--- src/upconv_regs_pkg.sv ---
// Constants for the upconverter control register bank.
package upconv_regs_pkg;

  localparam int unsigned ADDR_W = 5;
  localparam int unsigned DATA_W = 48;

  // Register offsets as seen on the serial control port.
  localparam logic [4:0] CLK_CFG_ADDR    = 5'h02;
  localparam logic [4:0] FSC_ADDR        = 5'h03;
  localparam logic [4:0] UPD_RATE_ADDR   = 5'h04;
  localparam logic [4:0] SEG_A_ADDR      = 5'h05;
  localparam logic [4:0] SEG_B_ADDR      = 5'h06;
  localparam logic [4:0] AMP_ADDR        = 5'h09;

  // Writable bit masks; every other position reads as zero.
  localparam logic [31:0] CLK_CFG_MASK   = 32'h3738_c1fe;
  localparam logic [31:0] FSC_MASK       = 32'h0000_00ff;
  localparam logic [31:0] UPD_RATE_MASK  = 32'hffff_ffff;
  localparam logic [47:0] SEG_MASK       = 48'hffff_ffc0_ffc7;
  localparam logic [31:0] AMP_MASK       = 32'hffff_ffff;

  // Reset values.
  localparam logic [31:0] CLK_CFG_RST    = 32'h1738_4000;
  localparam logic [31:0] FSC_RST        = 32'h0000_00ff;
  localparam logic [31:0] UPD_RATE_RST   = 32'h0fff_ffff;
  localparam logic [47:0] SEG_RST        = 48'h0000_0000_0000;
  localparam logic [31:0] AMP_RST        = 32'h0000_0000;

  // Field positions in the clock configuration word.
  localparam int unsigned DRV_LSB        = 28;
  localparam int unsigned BAND_LSB       = 24;
  localparam int unsigned CP_LSB         = 19;
  localparam int unsigned DIV_BYP_BIT    = 15;
  localparam int unsigned DIV_RSTN_BIT   = 14;
  localparam int unsigned PLL_EN_BIT     = 8;
  localparam int unsigned FBDIV_LSB      = 1;

  // Field positions in a playback segment descriptor.
  localparam int unsigned SEG_STEP_LSB   = 32;
  localparam int unsigned SEG_END_LSB    = 22;
  localparam int unsigned SEG_START_LSB  = 6;
  localparam int unsigned SEG_MODE_LSB   = 0;

  // Field positions in the amplitude scale word.
  localparam int unsigned AMP_RATE_LSB   = 16;
  localparam int unsigned AMP_SCALE_LSB  = 2;
  localparam int unsigned AMP_STEP_LSB   = 0;

endpackage

--- src/upconv_regs.sv ---
// Control register bank of the quadrature upconverter with segment trigger and keying logic.
`timescale 1ns/1ps
`default_nettype none

module upconv_regs
  import upconv_regs_pkg::*;
(
  input  wire logic              CLK_SYS_I,               // System clock, 40 MHz.
  input  wire logic              RST_N_I,                 // Synchronous reset, active low.
  input  wire logic              REG_WR_I,                // Write strobe from serial port.
  input  wire logic              REG_RD_I,                // Read strobe from serial port.
  input  wire logic [ADDR_W-1:0] REG_ADDR_I,              // Register address.
  input  wire logic [DATA_W-1:0] REG_WDATA_I,             // Write data, low aligned.
  input  wire logic              IO_UPDATE_I,             // Update transfer event pulse.
  input  wire logic              RAM_ENABLE_I,            // First control word bit 31.
  input  wire logic              OSK_ENABLE_I,            // First control word bit 9.
  input  wire logic              AUTO_OSK_I,              // First control word bit 8.
  input  wire logic              MANUAL_OSK_I,            // First control word bit 23.
  input  wire logic              AUTO_UPDATE_EN_I,        // Second control word bit 23.
  input  wire logic              SEGMENT_TRIGGER_PIN_I,   // Segment trigger pin.
  input  wire logic              AMPLITUDE_KEYING_PIN_I,  // Amplitude keying pin.
  output logic [DATA_W-1:0]      REG_RDATA_O,             // Read data, two cycles after read.
  output logic [1:0]             REFOUT_DRIVE_SELECT_O,   // Reference output pin drive.
  output logic [2:0]             OSCILLATOR_BAND_SELECT_O,// Oscillator band.
  output logic [2:0]             CP_CURRENT_O,            // Charge pump current.
  output logic                   REFDIV_BYPASS_O,         // Input divider bypass.
  output logic                   REFDIV_RESET_N_O,        // Input divider reset, active low.
  output logic                   PLL_ENABLE_O,            // Multiplying loop enable.
  output logic [6:0]             PLL_FB_DIV_O,            // Feedback divider modulus.
  output logic [7:0]             FULLSCALE_CURRENT_CODE_O,// Main converter full-scale code.
  output logic [31:0]            AUTO_UPDATE_INTERVAL_O,  // Automatic update interval.
  output logic                   AUTO_UPDATE_ACTIVE_O,    // Interval is in force.
  output logic                   SEG_ACTIVE_O,            // A segment governs playback.
  output logic                   SEG_SELECT_O,            // 0 first segment, 1 second.
  output logic                   SEG_LOAD_O,              // Pulse when a segment is chosen.
  output logic [15:0]            SEG_STEP_O,              // Step interval.
  output logic [9:0]             SEG_END_O,               // Final address.
  output logic [9:0]             SEG_START_O,             // First address.
  output logic [2:0]             SEG_MODE_O,              // Playback mode.
  output logic                   AMP_SCALE_VALID_O,       // Direct scale in force.
  output logic [13:0]            AMP_SCALE_O,             // Direct scale factor.
  output logic                   AMP_RAMP_ACTIVE_O,       // Automatic ramping in force.
  output logic [13:0]            AMP_CEILING_O,           // Ramp ceiling.
  output logic [15:0]            AMP_RAMP_RATE_O,         // Ramp update rate.
  output logic [1:0]             AMP_STEP_O               // Ramp step size select.
);

  // Applies a field mask so unassigned positions never store a one.
  function automatic logic [DATA_W-1:0] masked(input logic [DATA_W-1:0] v,
                                               input logic [DATA_W-1:0] m);
    masked = v & m;
  endfunction

  // Written (staged) copies and the copies the operating logic uses.
  logic [31:0]       clk_cfg_q;
  logic [31:0]       clk_cfg_d;
  logic [31:0]       clk_act_q;
  logic [31:0]       clk_act_d;
  logic [31:0]       fsc_q;
  logic [31:0]       fsc_d;
  logic [31:0]       fsc_act_q;
  logic [31:0]       fsc_act_d;
  logic [31:0]       amp_q;
  logic [31:0]       amp_d;
  logic [31:0]       amp_act_q;
  logic [31:0]       amp_act_d;
  logic [47:0]       seg_b_q;
  logic [47:0]       seg_b_d;
  logic [47:0]       seg_b_act_q;
  logic [47:0]       seg_b_act_d;

  // Words that act at once keep a single copy.
  logic [31:0]       upd_rate_q;
  logic [31:0]       upd_rate_d;
  logic [47:0]       seg_a_q;
  logic [47:0]       seg_a_d;

  logic [DATA_W-1:0] rdata_q;
  logic [DATA_W-1:0] rdata_d;

  always_comb
  begin
    clk_cfg_d  = clk_cfg_q;
    fsc_d      = fsc_q;
    amp_d      = amp_q;
    upd_rate_d = upd_rate_q;
    seg_a_d    = seg_a_q;
    seg_b_d    = seg_b_q;
    if (REG_WR_I)
    begin
      unique case (REG_ADDR_I)
        CLK_CFG_ADDR:  clk_cfg_d  = 32'(masked(REG_WDATA_I, 48'(CLK_CFG_MASK)));
        FSC_ADDR:      fsc_d      = 32'(masked(REG_WDATA_I, 48'(FSC_MASK)));
        UPD_RATE_ADDR: upd_rate_d = 32'(masked(REG_WDATA_I, 48'(UPD_RATE_MASK)));
        SEG_A_ADDR:    seg_a_d    = masked(REG_WDATA_I, SEG_MASK);
        SEG_B_ADDR:    seg_b_d    = masked(REG_WDATA_I, SEG_MASK);
        AMP_ADDR:      amp_d      = 32'(masked(REG_WDATA_I, 48'(AMP_MASK)));
        default:       ;
      endcase
    end
  end

  // Staged words reach the operating copies only on an update event.
  always_comb
  begin
    clk_act_d = clk_act_q;
    fsc_act_d = fsc_act_q;
    amp_act_d = amp_act_q;
    // The second segment waits for the update event; only the first acts at once.
    seg_b_act_d = seg_b_act_q;
    if (IO_UPDATE_I)
    begin
      clk_act_d = clk_cfg_q;
      fsc_act_d = fsc_q;
      amp_act_d = amp_q;
      seg_b_act_d = seg_b_q;
    end
  end

  // Reads return the written words; unmapped addresses read zero.
  // The answer reaches the port one edge after the edge that takes the read strobe.
  always_comb
  begin
    rdata_d = '0;
    if (REG_RD_I)
    begin
      unique case (REG_ADDR_I)
        CLK_CFG_ADDR:  rdata_d = 48'(clk_cfg_q);
        FSC_ADDR:      rdata_d = 48'(fsc_q);
        UPD_RATE_ADDR: rdata_d = 48'(upd_rate_q);
        SEG_A_ADDR:    rdata_d = seg_a_q;
        SEG_B_ADDR:    rdata_d = seg_b_q;
        AMP_ADDR:      rdata_d = 48'(amp_q);
        default:       rdata_d = '0;
      endcase
    end
  end

  always_ff @(posedge CLK_SYS_I)
  begin
    if (!RST_N_I)
    begin
      clk_cfg_q  <= CLK_CFG_RST;
      clk_act_q  <= CLK_CFG_RST;
      fsc_q      <= FSC_RST;
      fsc_act_q  <= FSC_RST;
      amp_q      <= AMP_RST;
      amp_act_q  <= AMP_RST;
      upd_rate_q <= UPD_RATE_RST;
      seg_a_q    <= SEG_RST;
      seg_b_q    <= SEG_RST;
      seg_b_act_q <= SEG_RST;
      rdata_q    <= '0;
    end
    else
    begin
      clk_cfg_q  <= clk_cfg_d;
      clk_act_q  <= clk_act_d;
      fsc_q      <= fsc_d;
      fsc_act_q  <= fsc_act_d;
      amp_q      <= amp_d;
      amp_act_q  <= amp_act_d;
      upd_rate_q <= upd_rate_d;
      seg_a_q    <= seg_a_d;
      seg_b_q    <= seg_b_d;
      seg_b_act_q <= seg_b_act_d;
      rdata_q    <= rdata_d;
    end
  end

  // Pin synchronisers; the first stage feeds only the second.
  logic trig_meta_q;
  logic trig_sync_q;
  logic trig_prev_q;
  logic key_meta_q;
  logic key_sync_q;

  logic seg_active_q;
  logic seg_active_d;
  logic seg_sel_q;
  logic seg_sel_d;
  logic seg_load_q;
  logic seg_load_d;
  logic trig_rise;
  logic trig_fall;

  // The detector starts low, so a pin held high through reset shows as a rising edge.
  assign trig_rise = trig_sync_q & ~trig_prev_q;
  assign trig_fall = ~trig_sync_q & trig_prev_q;

  // Dropping the enable clears the active flag but keeps the chosen segment.
  always_comb
  begin
    seg_active_d = seg_active_q & RAM_ENABLE_I;
    seg_sel_d    = seg_sel_q;
    seg_load_d   = 1'b0;
    if (RAM_ENABLE_I && trig_rise)
    begin
      seg_active_d = 1'b1;
      seg_sel_d    = 1'b0;
      seg_load_d   = 1'b1;
    end
    else if (RAM_ENABLE_I && trig_fall)
    begin
      seg_active_d = 1'b1;
      seg_sel_d    = 1'b1;
      seg_load_d   = 1'b1;
    end
  end

  always_ff @(posedge CLK_SYS_I)
  begin
    if (!RST_N_I)
    begin
      trig_meta_q  <= 1'b0;
      trig_sync_q  <= 1'b0;
      trig_prev_q  <= 1'b0;
      key_meta_q   <= 1'b0;
      key_sync_q   <= 1'b0;
      seg_active_q <= 1'b0;
      seg_sel_q    <= 1'b0;
      seg_load_q   <= 1'b0;
    end
    else
    begin
      trig_meta_q  <= SEGMENT_TRIGGER_PIN_I;
      trig_sync_q  <= trig_meta_q;
      trig_prev_q  <= trig_sync_q;
      key_meta_q   <= AMPLITUDE_KEYING_PIN_I;
      key_sync_q   <= key_meta_q;
      seg_active_q <= seg_active_d;
      seg_sel_q    <= seg_sel_d;
      seg_load_q   <= seg_load_d;
    end
  end

  // Output stage: every top-level output is a flip-flop.
  logic [47:0] seg_cur;
  logic [13:0] amp_field;
  logic        direct_ok;
  logic [1:0]  drv_d;
  logic [2:0]  band_d;
  logic [2:0]  cp_d;
  logic [2:0]  mode_d;
  logic        byp_d;
  logic        rstn_d;
  logic        pll_d;
  logic        upd_act_d;
  logic        scale_vld_d;
  logic        ramp_act_d;
  logic [6:0]  fbdiv_d;
  logic [7:0]  fsc_out_d;
  logic [15:0] step_d;
  logic [15:0] rate_d;
  logic [9:0]  end_d;
  logic [9:0]  start_d;
  logic [13:0] scale_d;
  logic [13:0] ceil_d;
  logic [1:0]  ampstep_d;

  // Level inputs show one edge late; the keying pin waits two more in its synchroniser.
  always_comb
  begin
    seg_cur     = seg_sel_q ? seg_b_act_q : seg_a_q;
    amp_field   = amp_act_q[AMP_SCALE_LSB +: 14];
    drv_d       = clk_act_q[DRV_LSB +: 2];
    band_d      = clk_act_q[BAND_LSB +: 3];
    cp_d        = clk_act_q[CP_LSB +: 3];
    byp_d       = clk_act_q[DIV_BYP_BIT];
    rstn_d      = clk_act_q[DIV_RSTN_BIT];
    pll_d       = clk_act_q[PLL_EN_BIT];
    fbdiv_d     = clk_act_q[FBDIV_LSB +: 7];
    fsc_out_d   = fsc_act_q[7:0];
    upd_act_d   = AUTO_UPDATE_EN_I;
    step_d      = seg_cur[SEG_STEP_LSB +: 16];
    end_d       = seg_cur[SEG_END_LSB +: 10];
    start_d     = seg_cur[SEG_START_LSB +: 10];
    mode_d      = seg_cur[SEG_MODE_LSB +: 3];
    // Direct scaling holds unless the keying mode is on and the pin is low.
    direct_ok   = ~MANUAL_OSK_I | key_sync_q;
    scale_vld_d = OSK_ENABLE_I & ~AUTO_OSK_I & direct_ok;
    scale_d     = scale_vld_d ? amp_field : 14'h0000;
    ramp_act_d  = OSK_ENABLE_I & AUTO_OSK_I;
    ceil_d      = ramp_act_d ? amp_field : 14'h0000;
    rate_d      = ramp_act_d ? amp_act_q[AMP_RATE_LSB +: 16] : 16'h0000;
    ampstep_d   = ramp_act_d ? amp_act_q[AMP_STEP_LSB +: 2] : 2'h0;
  end

  always_ff @(posedge CLK_SYS_I)
  begin
    if (!RST_N_I)
    begin
      REFOUT_DRIVE_SELECT_O    <= CLK_CFG_RST[DRV_LSB +: 2];
      OSCILLATOR_BAND_SELECT_O <= CLK_CFG_RST[BAND_LSB +: 3];
      CP_CURRENT_O             <= CLK_CFG_RST[CP_LSB +: 3];
      REFDIV_BYPASS_O          <= CLK_CFG_RST[DIV_BYP_BIT];
      REFDIV_RESET_N_O         <= CLK_CFG_RST[DIV_RSTN_BIT];
      PLL_ENABLE_O             <= CLK_CFG_RST[PLL_EN_BIT];
      PLL_FB_DIV_O             <= CLK_CFG_RST[FBDIV_LSB +: 7];
      FULLSCALE_CURRENT_CODE_O <= FSC_RST[7:0];
      AUTO_UPDATE_INTERVAL_O   <= UPD_RATE_RST;
      AUTO_UPDATE_ACTIVE_O     <= 1'b0;
      SEG_ACTIVE_O             <= 1'b0;
      SEG_SELECT_O             <= 1'b0;
      SEG_LOAD_O               <= 1'b0;
      SEG_STEP_O               <= 16'h0000;
      SEG_END_O                <= 10'h000;
      SEG_START_O              <= 10'h000;
      SEG_MODE_O               <= 3'h0;
      AMP_SCALE_VALID_O        <= 1'b0;
      AMP_SCALE_O              <= 14'h0000;
      AMP_RAMP_ACTIVE_O        <= 1'b0;
      AMP_CEILING_O            <= 14'h0000;
      AMP_RAMP_RATE_O          <= 16'h0000;
      AMP_STEP_O               <= 2'h0;
      REG_RDATA_O              <= '0;
    end
    else
    begin
      REFOUT_DRIVE_SELECT_O    <= drv_d;
      OSCILLATOR_BAND_SELECT_O <= band_d;
      CP_CURRENT_O             <= cp_d;
      REFDIV_BYPASS_O          <= byp_d;
      REFDIV_RESET_N_O         <= rstn_d;
      PLL_ENABLE_O             <= pll_d;
      PLL_FB_DIV_O             <= fbdiv_d;
      FULLSCALE_CURRENT_CODE_O <= fsc_out_d;
      AUTO_UPDATE_INTERVAL_O   <= upd_rate_q;
      AUTO_UPDATE_ACTIVE_O     <= upd_act_d;
      SEG_ACTIVE_O             <= seg_active_q;
      SEG_SELECT_O             <= seg_sel_q;
      SEG_LOAD_O               <= seg_load_q;
      SEG_STEP_O               <= step_d;
      SEG_END_O                <= end_d;
      SEG_START_O              <= start_d;
      SEG_MODE_O               <= mode_d;
      AMP_SCALE_VALID_O        <= scale_vld_d;
      AMP_SCALE_O              <= scale_d;
      AMP_RAMP_ACTIVE_O        <= ramp_act_d;
      AMP_CEILING_O            <= ceil_d;
      AMP_RAMP_RATE_O          <= rate_d;
      AMP_STEP_O               <= ampstep_d;
      REG_RDATA_O              <= rdata_q;
    end
  end

endmodule

`default_nettype wire

--- config.mk ---
export PLATFORM = sky130hd
export DESIGN_NAME = upconv_regs
export DESIGN_NICKNAME = d
export VERILOG_FILES = /design/src/upconv_regs_pkg.sv /design/src/upconv_regs.sv
export SDC_FILE = /design/constraint.sdc
export NUM_CORES = 1
export LEC_CHECK = 0
export BUFFER_PORTS_ARGS = -buffer_cell sky130_fd_sc_hd__buf_2
export CAP_MARGIN = 5
export CORE_ASPECT_RATIO = 1.1
export CORE_UTILIZATION = 55
export CTS_CLUSTER_DIAMETER = 50
export DETAILED_ROUTE_END_ITERATION = 10
export PLACE_DENSITY = 0.77
export SLEW_MARGIN = 5
export SYNTH_ARGS = -nofsm -noshare
export SYNTH_HDL_FRONTEND = slang
export SYNTH_SLANG_ARGS = --single-unit
--- constraint.sdc ---
create_clock -name CLK_SYS_I -period 1.8 [get_ports CLK_SYS_I]
set_input_delay 0.18 -clock CLK_SYS_I [delete_from_list [all_inputs] [get_ports CLK_SYS_I]]
set_output_delay 0.18 -clock CLK_SYS_I [all_outputs]
set_load 0.01 [all_outputs]
# Word level (Yosys, flattened, before mapping)
# Cells that the tools add are included.
[word_totals]
ff_bits = 518
latchBits = 0
ram_bits = 0
romBits = 0
input_bits = 65
output_inout_bits = 197
wordCells = 79
memories = 0
[op_classes]
add_sub_neg = 0
multipliers = 0
div = 0
magnitude_cmp = 0
n_eq_ne = 6
shifts = 0
mux = 6
n_bitwise = 12
reduce_logical = 12
[ops]
columns = ["op", "n"]
rows = [
  ["case mux 48 bit (6 select lines)", 1],
  ["2-to-1 mux 48 bit", 1],
  ["AND reduction 2 bit", 9],
  ["== test 5 x 3 -> 1 bit (second input constant)", 3],
  ["== test 5 x 2 -> 1 bit (second input constant)", 2],
  ["bitwise AND 1 bit", 6],
  ["== test 5 x 4 -> 1 bit (second input constant)", 1],
  ["NOT 1 bit", 5],
  ["2-to-1 mux 1 bit", 4],
  ["logical AND 1 bit", 2],
  ["OR reduction 2 bit", 1],
  ["bitwise OR 1 bit", 1],
]

# Depth between registers and ports, before layout
[depth]
ltp_word = 5
depth_mapped = 8
ltp_nobuf = 3

# Worst setup path before layout
# Ideal clock, no wire load.
[synth_path]
kind = "input port to flip-flop"
from = "in REG_ADDR_I[4]"
to = "reg seg_a_q[37]"
setup_time_ns = 0.072
arrival_time_ns = 1.354
t_required_ns = 1.728
slack_ns = 0.374
cell_stages = 8
path_buffers = 5
path_cell_list = "buf_4 nor3b_2 buf_6 and3_1 buf_6 buf_8 buf_12 mux2i_1"
[synth_between]
elab_chain_cells = 2
[synth_rtl]
columns = ["item", "line", "source"]
rows = [
  ["from (decl)", "upconv_regs.sv:12", "input wire logic [ADDR_W-1:0] REG_ADDR_I,"],
  ["== test 5 x 3 -> 1 bit", "upconv_regs.sv:91", "unique case (REG_ADDR_I)"],
  ["AND reduction 2 bit (no source line)", "n/a", ""],
  ["to (signal assigned)", "upconv_regs.sv:164", "seg_a_q <= seg_a_d;"],
  ["to (decl)", "upconv_regs.sv:75", "logic [47:0] seg_a_q;"],
]
# Every way passes these cells.
# A chain may end at the register's enable or synchronous reset.

# Worst setup path in the final report
[layout_path]
from = "in RST_N_I"
to = "reg rdata_q[0]"
[layout_between]
elab_chain_cells = 1
[layout_rtl]
columns = ["item", "line", "source"]
rows = [
  ["from (decl)", "upconv_regs.sv:9", "input wire logic RST_N_I,"],
  ["AND reduction 2 bit (no source line)", "n/a", ""],
  ["to (signal assigned)", "upconv_regs.sv:167", "rdata_q <= rdata_d;"],
  ["to (decl)", "upconv_regs.sv:78", "logic [DATA_W-1:0] rdata_q;"],
]
# Every way passes these cells.

==> key figures <==
Run status
  • Status: finished, final reports clean

Layout
  • Layout cells sized above 1: 0.230
  • Most frequent cells in the layout: dfxtp_1 (517), mux2i_1 (268), buf_2 (259)
  • # diodes: 0
  • Commonest non-fill, non-tap cell in the layout: dfxtp_1
  • Non-filler instance count after layout: 2480
  • Final core occ: 0.685
  • Nets: 2074
  • Area Overhead vs Synth: 22.6%
  • Post-route design area: 22800 um^2

Detailed routing
  • Drt initial violations: 886
  • Total Wirelength: 46000 um
  • Drt pass-1 iters: 5
  • DRC viols: 0
  • WL/cell: 18.5 um
  • Avg Vias per Cell: 5.38
  • Via count: 13339
  • Post-route ant nets: 0

Placement
  • HPWL Detailed: 30800 um
  • PortBufs: 261
  • Final GP Congestion: 0.900
  • Dpl cell area: 20500 um^2
  • Worst slack, placed: -0.0972 ns
  • Dpl cells: 2334

Global route
  • Vias in the first global route: 13220
  • First-pass GRT wire length: 72300 um
  • GRT Total Usage: 0.267
  • Total congestion overflow: 0
  • Antenna violations before repair: 1
  • Largest net degree at the start of global routing: 89

Floorplan
  • Die W: 177 um
  • # rows: 70
  • I/O pins: 262
  • Die Y: 195 um
  • Initial core utilization: 0.559
  • Die area: 34500 um^2
  • Core ar.: 33200 um^2

Clocking
  • CTS Buf Count: 50
  • Clock Path Buffers: 3
  • Clock slew at the register clock pins of the worst setup and hold paths: 0.06 ns
  • H-tree levels: 2
  • Worst skew pair latency: 0.57 ns
  • Root Buffer: clkbuf_16
  • CTS Sinks: 518
  • CTS tree: done

Timing
  • Clock skew: 0.0112 ns
  • Unrepaired setup endpoints after global routing: false
  • Final worst setup slack: 0.0463 ns
  • Fmax: 570 MHz
  • Max-slew headroom: 0.609
  • Pins Over Slew Limit: 0
  • Tmin final: 1.75 ns
  • Period utilization: 0.974
  • Setup TNS: 0 ns
  • Final setup viols: 0
  • Fin Hold WS: 0.0268 ns
  • Final hold violation count: 0
  • Slew @ Worst Pin: 0.584 ns

Synth
  • Sequential share of the synthesized area: 0.559
  • Synthesized area: 18600 um^2
  • Synth Flop Type: dfxtp_1
  • Yosys warns: 0
  • Post-synthesis net count: 1778
  • Async S/R FF share, synth: 0
  • Post-synthesis register bit count: 518
  • Synth Instances: 1713
  • Synth cell types: 44
  • Number of flops mapped to enable cells by yosys: 0
  • Synth Area per Inst: 10.8 um^2

Critical path
  • CP max stage cell: dlygate4sd3_1
  • Crit path max-delay family: buffers and inverters
  • Worst-path maximum fanout: 33
  • R2R cell count: 3
  • Critical Path AT: 2.15 ns
  • Critical Path Start Type: primary input
  • WP buf/inv: 3
  • Crit path kind: primary input to flip-flop
  • Worst Path Required: 2.20 ns
  • Slowest Stage Delay on Critical Path: 0.57 ns
  • Crit. path cell count: 5
  • Worst Setup End Kind: flip-flop
  • Worst reg2reg setup slack: 0.51 ns
  • CP cell instances: dlygate4sd3_1 > buf_8 > nand3_2 > buf_12 > a311oi_1

Power
  • Power density cells: 1030 nW/um^2
  • Power Total: 23.5 mW
  • Leakage Power: 9.33 nW
  • IR drop worst, VDD: 0.000764 V

Min path
  • Hold depth: 3
  • Worst hold path type: primary input to flip-flop

Run
  • Max-cap violations: 0
## kinds of logic after synthesis
logic type / synth area share
AND/OR/NAND/NOR: 0.184
flip-flops: 0.559
multiplexers: 0.175
buffers and inverters: 0.0390
AO/OA/AOI/OAI: 0.0419
XOR/XNOR: 0.000472
## routing by layer
metal / vias up / wire (um) / global-route usage
met4: 2 / 1400 / 0.102
met1: 6346 / 20300 / 0.354
met5: - / 11 / 0
li1: 6388 / - / -
met3: 93 / 3400 / 0.0565
met2: 510 / 20900 / 0.425
## what timing repair did
action / 4_1_cts / 5_1_grt
hold buffers: 55 / 0
gates resized for setup: 0 / 0
setup endpoints to repair: 0 / 0
hold endpoints to repair: 152 / 0
buffers inserted: 0 / 0
## state kept, by name, indices dropped and copies added, names as in the netlist, 32 cells and up
register                flops
amp_q                      32
seg_b_q                    39
rdata_q                    48
AUTO_UPDATE_INTERVAL_O     32
seg_a_q                    39
upd_rate_q                 32
amp_act_q                  32
seg_b_act_q                39
REG_RDATA_O                48
## synthesized netlist by cell type (11+ instances only)
| library cell | n | area (um^2) |
|---|---|---|
| mux2_2 | 48 | 541 |
| nand2_1 | 191 | 717 |
| a32oi_1 | 22 | 193 |
| a31oi_1 | 11 | 68.8 |
| and2_1 | 114 | 713 |
| a311oi_1 | 12 | 105 |
| buf_4 | 13 | 97.6 |
| dfxtp_1 | 518 | 10400 |
| nor2b_1 | 138 | 863 |
| nand2b_1 | 66 | 413 |
| mux2i_1 | 268 | 2680 |
| buf_2 | 46 | 230 |
| nand3_1 | 105 | 526 |
| clkbuf_1 | 68 | 255 |
| a211oi_1 | 32 | 240 |
## final cells by class
| cell class | count | area, um^2 |
|---|---|---|
| Tap cell | 432 | 541 |
| Clock buffer | 70 | 1470 |
| Fill cell | 2416 | 10400 |
| Inverter | 5 | 18.8 |
| Timing Repair Buffer | 381 | 2590 |
| Clock inverter | 21 | 250 |
| Sequential cell | 518 | 10400 |
| Multi-Input combinational cell | 1053 | 7510 |
## tightest hold or removal path: stages
cell and delay, ns:
buf_2 0.11, nand2_1 0.16, mux2i_1 0.09
## where the power goes
part | switching (mW) | internal, mW | leakage [nW]
Clock | 4.40 | 6.44 | 0.841
Combinational | 0.656 | 0.481 | 4.31
Sequential | 0.0421 | 11.5 | 4.18
Total | 5.09 | 18.4 | 9.33
## worst paths after layout
kind,endpoint,from
worst min register to register,REG_RDATA_O[43],rdata_q[43]
worst max-delay path,rdata_q[0],RST_N_I
worst min-delay path,upd_rate_q[29],REG_WDATA_I[29]
worst max register to register,AMP_SCALE_VALID_O,key_sync_q
No activity file was read; power rests on OpenSTA's default activity.
